==> src/core/sar_adc_consts.svh <==
// Register map, field positions, reset values and timing counts for the SAR ADC sequencer
`ifndef SAR_ADC_CONSTS_SVH
`define SAR_ADC_CONSTS_SVH

`define ADC_OFS_CHSEL 12'h000
`define ADC_OFS_CTRL 12'h004
`define ADC_OFS_RES_LO 12'h008
`define ADC_OFS_RES_HI 12'h00c

`define ADC_BIT_ENABLE 7
`define ADC_BIT_START 6
`define ADC_BIT_FREE 5
`define ADC_BIT_DONE 4
`define ADC_BIT_IRQEN 3

`define ADC_CTRL_RESET 8'h00
`define ADC_CHSEL_RESET 3'h0
`define ADC_RESULT_RESET 10'h000

`define ADC_DUMMY_EXTRA 5'd12
`define ADC_SAMPLE_CYC 5'd2
`define ADC_READY_CYC 5'd13

`endif

==> src/core/sar_adc_pkg.sv <==
// Types shared by the SAR ADC sequencer
`default_nettype none
package sar_adc_pkg;

  typedef enum logic [1:0] {
    ST_IDLE,
    ST_WAIT_EDGE,
    ST_CONVERT,
    ST_RECOVER
  } seq_state_t;

  typedef struct packed {
    logic psel;
    logic penable;
    logic pwrite;
    logic [11:0] paddr;
    logic [31:0] pwdata;
  } apb_req_t;

  typedef struct packed {
    logic pready;
    logic pslverr;
    logic [31:0] prdata;
  } apb_rsp_t;

  typedef struct packed {
    logic sample_hold;
    logic [2:0] channel;
    logic [9:0] trial;
    logic dac_valid;
  } analog_ctl_t;

  typedef struct packed {
    seq_state_t st;
    logic enable;
    logic start;
    logic free_run;
    logic done_flag;
    logic irq_en;
    logic [2:0] div_sel;
    logic [2:0] chsel_sw;
    logic [2:0] chsel_act;
    logic [9:0] result;
    logic locked;
    logic first_pending;
    logic [6:0] presc;
    logic adc_clk;
    logic adc_rise;
    logic [4:0] cyc;
    logic [4:0] samp_cyc;
    logic [4:0] ready_cyc;
    logic [9:0] sar;
    logic [3:0] bit_idx;
    logic cmp_s1;
    logic cmp_s2;
    logic halt_prev;
    logic idle_conv;
    logic irq;
    logic wake;
    apb_rsp_t rsp;
    analog_ctl_t ana;
  } adc_state_t;

endpackage
`default_nettype wire

==> src/core/sar_adc_sequencer.sv <==
// SAR ADC sequencer: APB registers, prescaler, conversion timing, result lock
//
// The APB interface to the registers and the register offsets were chosen for this implementation.
`include "sar_adc_consts.svh"
`default_nettype none
module sar_adc_sequencer (
  input wire logic clk,
  input wire logic reset_n,
  input wire sar_adc_pkg::apb_req_t apb_req,
  output var sar_adc_pkg::apb_rsp_t apb_rsp,
  input wire logic comparator_in,
  input wire logic cpu_halted,
  input wire logic irq_ack,
  output var sar_adc_pkg::analog_ctl_t analog_ctl,
  output logic conversion_done_irq,
  output logic wake_request
);
  import sar_adc_pkg::*;

  adc_state_t s_r;
  adc_state_t s_nxt;

  logic wr_acc;
  logic rd_acc;
  logic [7:0] wbyte;
  logic [6:0] div_half;
  logic conv_end;
  logic launch;
  logic [4:0] cyc_next;

  ////////////////////////////////////////////////////////////////////////////
  // Divider: the converter clock toggles every div_half system clocks
  always_comb begin
    unique case (s_r.div_sel)
      3'd0, 3'd1: div_half = 7'd1;
      3'd2: div_half = 7'd2;
      3'd3: div_half = 7'd4;
      3'd4: div_half = 7'd8;
      3'd5: div_half = 7'd16;
      3'd6: div_half = 7'd32;
      3'd7: div_half = 7'd64;
    endcase
  end

  ////////////////////////////////////////////////////////////////////////////
  always_comb begin
    s_nxt = s_r;
    wr_acc = apb_req.psel && apb_req.penable && apb_req.pwrite;
    rd_acc = apb_req.psel && apb_req.penable && !apb_req.pwrite;
    wbyte = apb_req.pwdata[7:0];
    conv_end = 1'b0;
    launch = 1'b0;
    cyc_next = s_r.cyc + 5'd1;

    // Comparator is asynchronous to us
    s_nxt.cmp_s1 = comparator_in;
    s_nxt.cmp_s2 = s_r.cmp_s1;
    s_nxt.halt_prev = cpu_halted;

    // Prescaler
    s_nxt.adc_rise = 1'b0;
    if (!s_r.enable) begin
      s_nxt.presc = 7'd0;
      s_nxt.adc_clk = 1'b0;
    end else if (s_r.presc + 7'd1 >= div_half) begin
      s_nxt.presc = 7'd0;
      s_nxt.adc_clk = !s_r.adc_clk;
      s_nxt.adc_rise = !s_r.adc_clk;
    end else begin
      s_nxt.presc = s_r.presc + 7'd1;
    end

    // APB: one-wait-state slave, one-cycle pready in the access phase
    s_nxt.rsp.pready = apb_req.psel && apb_req.penable && !s_r.rsp.pready;
    s_nxt.rsp.pslverr = 1'b0;
    s_nxt.rsp.prdata = 32'h0000_0000;
    if (rd_acc && !s_r.rsp.pready) begin
      unique case (apb_req.paddr)
        `ADC_OFS_CHSEL: s_nxt.rsp.prdata = {29'h0, s_r.chsel_sw};
        `ADC_OFS_CTRL: s_nxt.rsp.prdata = {24'h0, s_r.enable, s_r.start,
          s_r.free_run, s_r.done_flag, s_r.irq_en, s_r.div_sel};
        `ADC_OFS_RES_LO: begin
          s_nxt.rsp.prdata = {24'h0, s_r.result[7:0]};
        end
        `ADC_OFS_RES_HI: begin
          s_nxt.rsp.prdata = {30'h0, s_r.result[9:8]};
        end
        default: s_nxt.rsp.pslverr = 1'b1;
      endcase
    end
    // Error decode rides with pready; write side effects land on the
    // edge that completes the transfer
    if (wr_acc && !s_r.rsp.pready) begin
      unique case (apb_req.paddr)
        `ADC_OFS_CHSEL, `ADC_OFS_CTRL, `ADC_OFS_RES_LO, `ADC_OFS_RES_HI: ;
        default: s_nxt.rsp.pslverr = 1'b1;
      endcase
    end
    if (rd_acc && s_r.rsp.pready && apb_req.paddr == `ADC_OFS_RES_LO) begin
      s_nxt.locked = 1'b1;
    end
    if (rd_acc && s_r.rsp.pready && apb_req.paddr == `ADC_OFS_RES_HI) begin
      s_nxt.locked = 1'b0;
    end
    if (wr_acc && s_r.rsp.pready) begin
      unique case (apb_req.paddr)
        `ADC_OFS_CHSEL: s_nxt.chsel_sw = wbyte[2:0];
        `ADC_OFS_CTRL: begin
          s_nxt.enable = wbyte[`ADC_BIT_ENABLE];
          if (wbyte[`ADC_BIT_ENABLE] && !s_r.enable) begin
            s_nxt.first_pending = 1'b1;
          end
          if (wbyte[`ADC_BIT_START]) begin
            s_nxt.start = 1'b1;
          end
          s_nxt.free_run = wbyte[`ADC_BIT_FREE];
          if (wbyte[`ADC_BIT_DONE]) begin
            s_nxt.done_flag = 1'b0;
          end
          s_nxt.irq_en = wbyte[`ADC_BIT_IRQEN];
          s_nxt.div_sel = wbyte[2:0];
        end
        default: ;
      endcase
    end
    if (irq_ack) begin
      s_nxt.done_flag = 1'b0;
    end

    // Noise-reduced conversion on entry to idle
    if (cpu_halted && !s_r.halt_prev && s_r.enable && !s_r.start &&
        !s_r.free_run && s_r.irq_en && s_r.st == ST_IDLE) begin
      s_nxt.start = 1'b1;
      s_nxt.idle_conv = 1'b1;
    end

    ////////////////////////////////////////////////////////////////////////
    // Sequencer; IDLE and a restart from RECOVER advance on any system clock, other steps on converter clock rising edges
    s_nxt.ana.sample_hold = 1'b0;
    s_nxt.ana.dac_valid = 1'b0;
    unique case (s_r.st)
      ST_IDLE: begin
        if (s_r.start && s_r.enable) begin
          s_nxt.st = ST_WAIT_EDGE;
        end
      end
      ST_WAIT_EDGE: begin
        if (s_r.adc_rise) begin
          launch = 1'b1;
        end
      end
      ST_CONVERT: begin
        if (s_r.adc_rise) begin
          s_nxt.cyc = cyc_next;
          if (s_r.cyc == s_r.samp_cyc - 5'd1) begin
            // Hold closed half a cycle earlier, at the falling edge
            s_nxt.ana.sample_hold = 1'b0;
            s_nxt.sar = 10'h200;
            s_nxt.bit_idx = 4'd9;
          end else if (s_r.cyc >= s_r.samp_cyc &&
                       s_r.cyc < s_r.ready_cyc - 5'd1) begin
            s_nxt.sar[s_r.bit_idx] = s_r.cmp_s2;
            if (s_r.bit_idx != 4'd0) begin
              s_nxt.sar[s_r.bit_idx - 4'd1] = 1'b1;
              s_nxt.bit_idx = s_r.bit_idx - 4'd1;
            end
          end
          if (s_r.cyc == s_r.ready_cyc - 5'd1) begin
            conv_end = 1'b1;
          end
        end else if (!s_r.adc_clk && s_r.presc == 7'd0 &&
                     s_r.cyc == s_r.samp_cyc - 5'd1) begin
          s_nxt.ana.sample_hold = 1'b1;
        end
        s_nxt.ana.dac_valid = s_r.cyc >= s_r.samp_cyc;
      end
      ST_RECOVER: begin
        if (s_r.start) begin
          launch = 1'b1;
        end else if (s_r.adc_rise) begin
          s_nxt.st = ST_IDLE;
        end
      end
    endcase

    if (conv_end) begin
      s_nxt.start = 1'b0;
      s_nxt.done_flag = 1'b1;
      s_nxt.chsel_act = s_r.chsel_sw;
      if (!s_nxt.locked) begin
        s_nxt.result = s_r.sar;
      end
      if (s_r.idle_conv) begin
        s_nxt.wake = 1'b1;
        s_nxt.idle_conv = 1'b0;
      end
      if (s_r.free_run) begin
        launch = 1'b1;
      end else begin
        s_nxt.st = ST_RECOVER;
      end
    end

    if (launch) begin
      s_nxt.st = ST_CONVERT;
      s_nxt.start = 1'b1;
      s_nxt.cyc = 5'd0;
      s_nxt.first_pending = 1'b0;
      s_nxt.ana.channel = conv_end ? s_r.chsel_sw : s_r.chsel_act;
      s_nxt.chsel_act = s_nxt.ana.channel;
      if (s_r.first_pending) begin
        s_nxt.samp_cyc = `ADC_SAMPLE_CYC + `ADC_DUMMY_EXTRA;
        s_nxt.ready_cyc = `ADC_READY_CYC + `ADC_DUMMY_EXTRA;
      end else begin
        s_nxt.samp_cyc = `ADC_SAMPLE_CYC;
        s_nxt.ready_cyc = `ADC_READY_CYC;
      end
    end
    if (s_r.st == ST_IDLE || s_r.st == ST_RECOVER) begin
      s_nxt.chsel_act = s_r.chsel_sw;
    end
    s_nxt.ana.trial = s_nxt.sar;

    if (!cpu_halted) begin
      s_nxt.wake = 1'b0;
    end
    s_nxt.irq = s_nxt.done_flag && s_nxt.irq_en;

    // Disabling terminates any conversion in flight
    if (!s_nxt.enable) begin
      s_nxt.st = ST_IDLE;
      s_nxt.start = 1'b0;
      s_nxt.idle_conv = 1'b0;
      s_nxt.ana.sample_hold = 1'b0;
      s_nxt.ana.dac_valid = 1'b0;
    end
  end

  ////////////////////////////////////////////////////////////////////////////
  always_ff @(posedge clk or negedge reset_n) begin
    if (!reset_n) begin
      s_r <= '0;
      s_r.st <= ST_IDLE;
      s_r.samp_cyc <= `ADC_SAMPLE_CYC;
      s_r.ready_cyc <= `ADC_READY_CYC;
    end else begin
      s_r <= s_nxt;
    end
  end

  assign apb_rsp = s_r.rsp;
  assign analog_ctl = s_r.ana;
  assign conversion_done_irq = s_r.irq;
  assign wake_request = s_r.wake;

endmodule
`default_nettype wire

==> config.mk <==
export PLATFORM = sky130hd
export DESIGN_NAME = sar_adc_sequencer
export DESIGN_NICKNAME = d
export VERILOG_FILES = /design/src/core/sar_adc_pkg.sv /design/src/core/sar_adc_sequencer.sv
export VERILOG_INCLUDE_DIRS = /design/src /design/src/core
export SDC_FILE = /design/constraint.sdc
export NUM_CORES = 1
export LEC_CHECK = 0
export BUFFER_PORTS_ARGS = -buffer_cell sky130_fd_sc_hd__buf_4
export CORE_MARGIN = 1.5
export CORE_UTILIZATION = 58
export DETAILED_ROUTE_END_ITERATION = 7
export PLACE_DENSITY = 0.91
export SLEW_MARGIN = 20
export SYNTH_ARGS = -nofsm -noshare
export SYNTH_HDL_FRONTEND = slang
export SYNTH_SLANG_ARGS = --single-unit
export TNS_END_PERCENT = 20
==> constraint.sdc <==
create_clock -name clk -period 3.2 [get_ports clk]
set_clock_uncertainty 0.05 [all_clocks]
set_input_delay 0.48 -clock clk [delete_from_list [all_inputs] [get_ports clk]]
set_output_delay 0.48 -clock clk [all_outputs]
set_load 0.005 [all_outputs]
==> run summary <==
largest net degree at the start of global routing: 80
R2R Path End: s_r[85]$_DFFE_PN0P_
worst hold path endpoint: s_nxt[53]$_DFF_PN0_
DRC Markers: 0
Syn Area/Cell: 10.2 um^2
CP peak stage delay: 0.52 ns
GPL Wtd Cong: 0.870
Routed wire per std cell: 16.6 um
run status: complete, no violations
worst slew pin tran: 0.973 ns
grt ovf: 0
Seq pwr share: 47.8%
gr usage total: 24.3%
CP Data Arrival Time: 2.75 ns
cts hold-fix bufs: 0
Worst Reg-to-Reg Cells: 9
Seq/Total Area, Yosys: 45.7%
H-tree lvl count: 3
max_slew headroom: 35.1%
clock slew at reported path FFs: 0.09 ns
Routed WL: 9160 um
post-route ant nets: 0
diode count: 0
Primary FF master, synth: dfrtp_1
Final Hold Violating Endpoints: 0
r2r setup slk: 0.65 ns
setup TNS: 0 ns
first-pass GRT wire length: 14600 um
full die area: 0.00799 mm^2
number of synthesized flops with an enable pin: 0
CP endpoint kind: flop
TritonCTS Buffers: 9
static leakage: 2.27 nW
detailed-route via count: 3175
clk_lat worst skew: 0.37 ns
Port Buffer Count: 54
share of cells above drive strength 1: 24.0%
Synth Register Bits: 79
count leader, synth: dfrtp_1
fin crit share: 79.7%
setup violators final: 0
DIE HEIGHT: 89.4 um
Peak VDD IR: 291 uV
Critical Path RT: 3.40 ns
clock buffer depth: 2
Crit Path Class: reg -> reg
slowest CP cell: a21oi_1
switch share: 35.0%
Slew Limit Fails: 0
Synth area leaders: dfrtp_1, buf_4, ha_1, mux2_2, nand2_1
synthesized area: 0.00433 mm^2
Clock Sinks: 79
Core Area: 0.00725 mm^2
clock power share: 26.5%
Post-DP HPWL: 6630 um
P&R area growth vs syn: 8.32%
RSZ-0062 raised after global routing: no
Netlist cell types: 56
Post-Syn Instances: 423
top cell type's share of synthesized area: 45.1%
cell chain of the critical path: ha_1 -> nand3_1 -> xnor2_1 -> ha_1 -> a21oi_1 -> o21ai_0 -> a21oi_1 -> xor2_1 -> nor2_1
PnR worst setup slack: 0.649 ns
I/O Pins: 103
path type of the worst min-delay path: in -> reg
Hold Crit Depth: 1
Die X: 89.4 um
Final #Nets: 521
setup bufs post-CTS: 0
Via density: 5.74
initial core utilization: 59.7%
worst-path fanout max: 9
Final min period: 2.55 ns
Placement Setup Slack: 0.432 ns
Rows: 31
HP Start: comparator_in
initial detailed-routing violation count: 302
Int Pwr: 1.68 mW
Startpoint Class: flop
Synth Warn #: 0
PwrDens: 552 mW/mm^2
Synth top cells by count: dfrtp_1, buf_4, nand2_1
TritonCTS clock tree: built
P_sw: 0.906 mW
reg2reg start: s_r[86]$_DFF_PN0_
initial antenna violation count: 0
post-cts sizing count: 0
Synth async-reset ratio: 100%
Synth area leader: dfrtp_1
TritonRoute pass-1 iters: 5
MaxCap Viol Count: 0
combinational share of power: 25.7%
fmax: 392 MHz
CTS root buf: clkbuf_8
vias in the first global route: 3029
[flip-flops by register name, indices dropped and copies added, names as in the netlist]
| signal | cells |
|---|---|
| wake_request | 1 |
| apb_rsp | 10 |
| analog_ctl | 15 |
| s_r | 51 |
| s_nxt | 1 |
| conversion_done_irq | 1 |
[worst max-delay path, delay by kind of cell, from the launching register on]
family | cells | cell delay (ns)
adders and majority gates | 2 | 0.54
xor gates and xnor gates | 2 | 0.45
and+or+nand+nor | 2 | 0.18
DFF | 1 | 0.41
AOI/OAI and AO/OA | 3 | 0.80
[power groups by stage]
stage	registers [mW]	clock network, mW	logic, mW
after floorplan	1.19	0	0.537
after global placement	1.25	0	0.622
after detailed placement	1.25	0	0.653
after CTS	1.23	0.691	0.660
after global routing	1.25	0.743	0.756
final	1.24	0.685	0.664
[cells in the final DEF (no fill, tap or decap), types with 3 or more instances in the layout]
master    instances
buf_4            56
conb_1           24
mux2_2           22
or3_1             4
nor2b_1           6
o311ai_0          5
a311oi_1          3
nor4_1            5
xnor2_1           4
a22oi_1           8
inv_1            14
or2_2             3
nand4_1           6
nand3_1           7
o31ai_1           4
nor2_1           31
clkbuf_8          9
a21oi_1          14
and3_1            7
a31oi_1           7
clkinv_4          3
nand2b_1          4
nor3_1            6
nand3b_1          3
o21ai_0          16
or4_4             3
nand2_1          39
dfrtp_1          78
ha_1             20
xor2_1            6
[worst max path at each step]
stage / start / endpoint
finish: s_r[86]$_DFF_PN0_ / s_r[85]$_DFFE_PN0P_
global route: s_r[86]$_DFF_PN0_ / s_r[85]$_DFFE_PN0P_
CTS: s_r[86]$_DFF_PN0_ / s_r[85]$_DFFE_PN0P_
detailed placement: apb_req[33] / s_r[103]$_DFFE_PN0P_
global placement: apb_req[33] / s_r[98]$_DFFE_PN0P_
floorplan: apb_req[33] / s_r[100]$_DFFE_PN0P_
[metal layers]
layer	part of all wire [%]	GRT usage, %
met1	42	31.8
met2	50	40.0
met3	6.0	4.62
met4	2.4	9.65
met5	0	0
[cell families after synthesis]
family / after synthesis / share of synthesized area [%]
compound gates: 72 / 10.9
xor+xnor: 10 / 2.02
fa+ha+maj: 20 / 5.78
buf+inv: 78 / 11.6
flops: 79 / 45.7
mux: 25 / 6.99
other cells: 1 / 0.0866
simple gates: 138 / 16.9
[through the flow]
stage | power, mW | cell area (um^2) | utilization [%] | cells | hold WS, ns
after floorplan | 1.73 | 4420 | - | 446 | 0.134
after global placement | 1.87 | 4510 | 62.2 | 537 | 0.284
after detailed placement | 1.91 | 4510 | 62.2 | 537 | 0.289
after CTS | 2.58 | 4690 | 64.7 | 553 | 0.161
after global routing | 2.75 | 4690 | 64.7 | 553 | 0.154
final | 2.59 | 4690 | 64.7 | 553 | 0.163
[area by class of cell]
class	instances	area (um^2)
clock inverter	7	56.3
clock buffer	9	124
fill	534	2560
tap	99	124
inverter	14	52.6
multi-input combinational	289	1930
timing repair buffer	56	420
sequential	79	1980
Power figures use the tool's default switching activity.
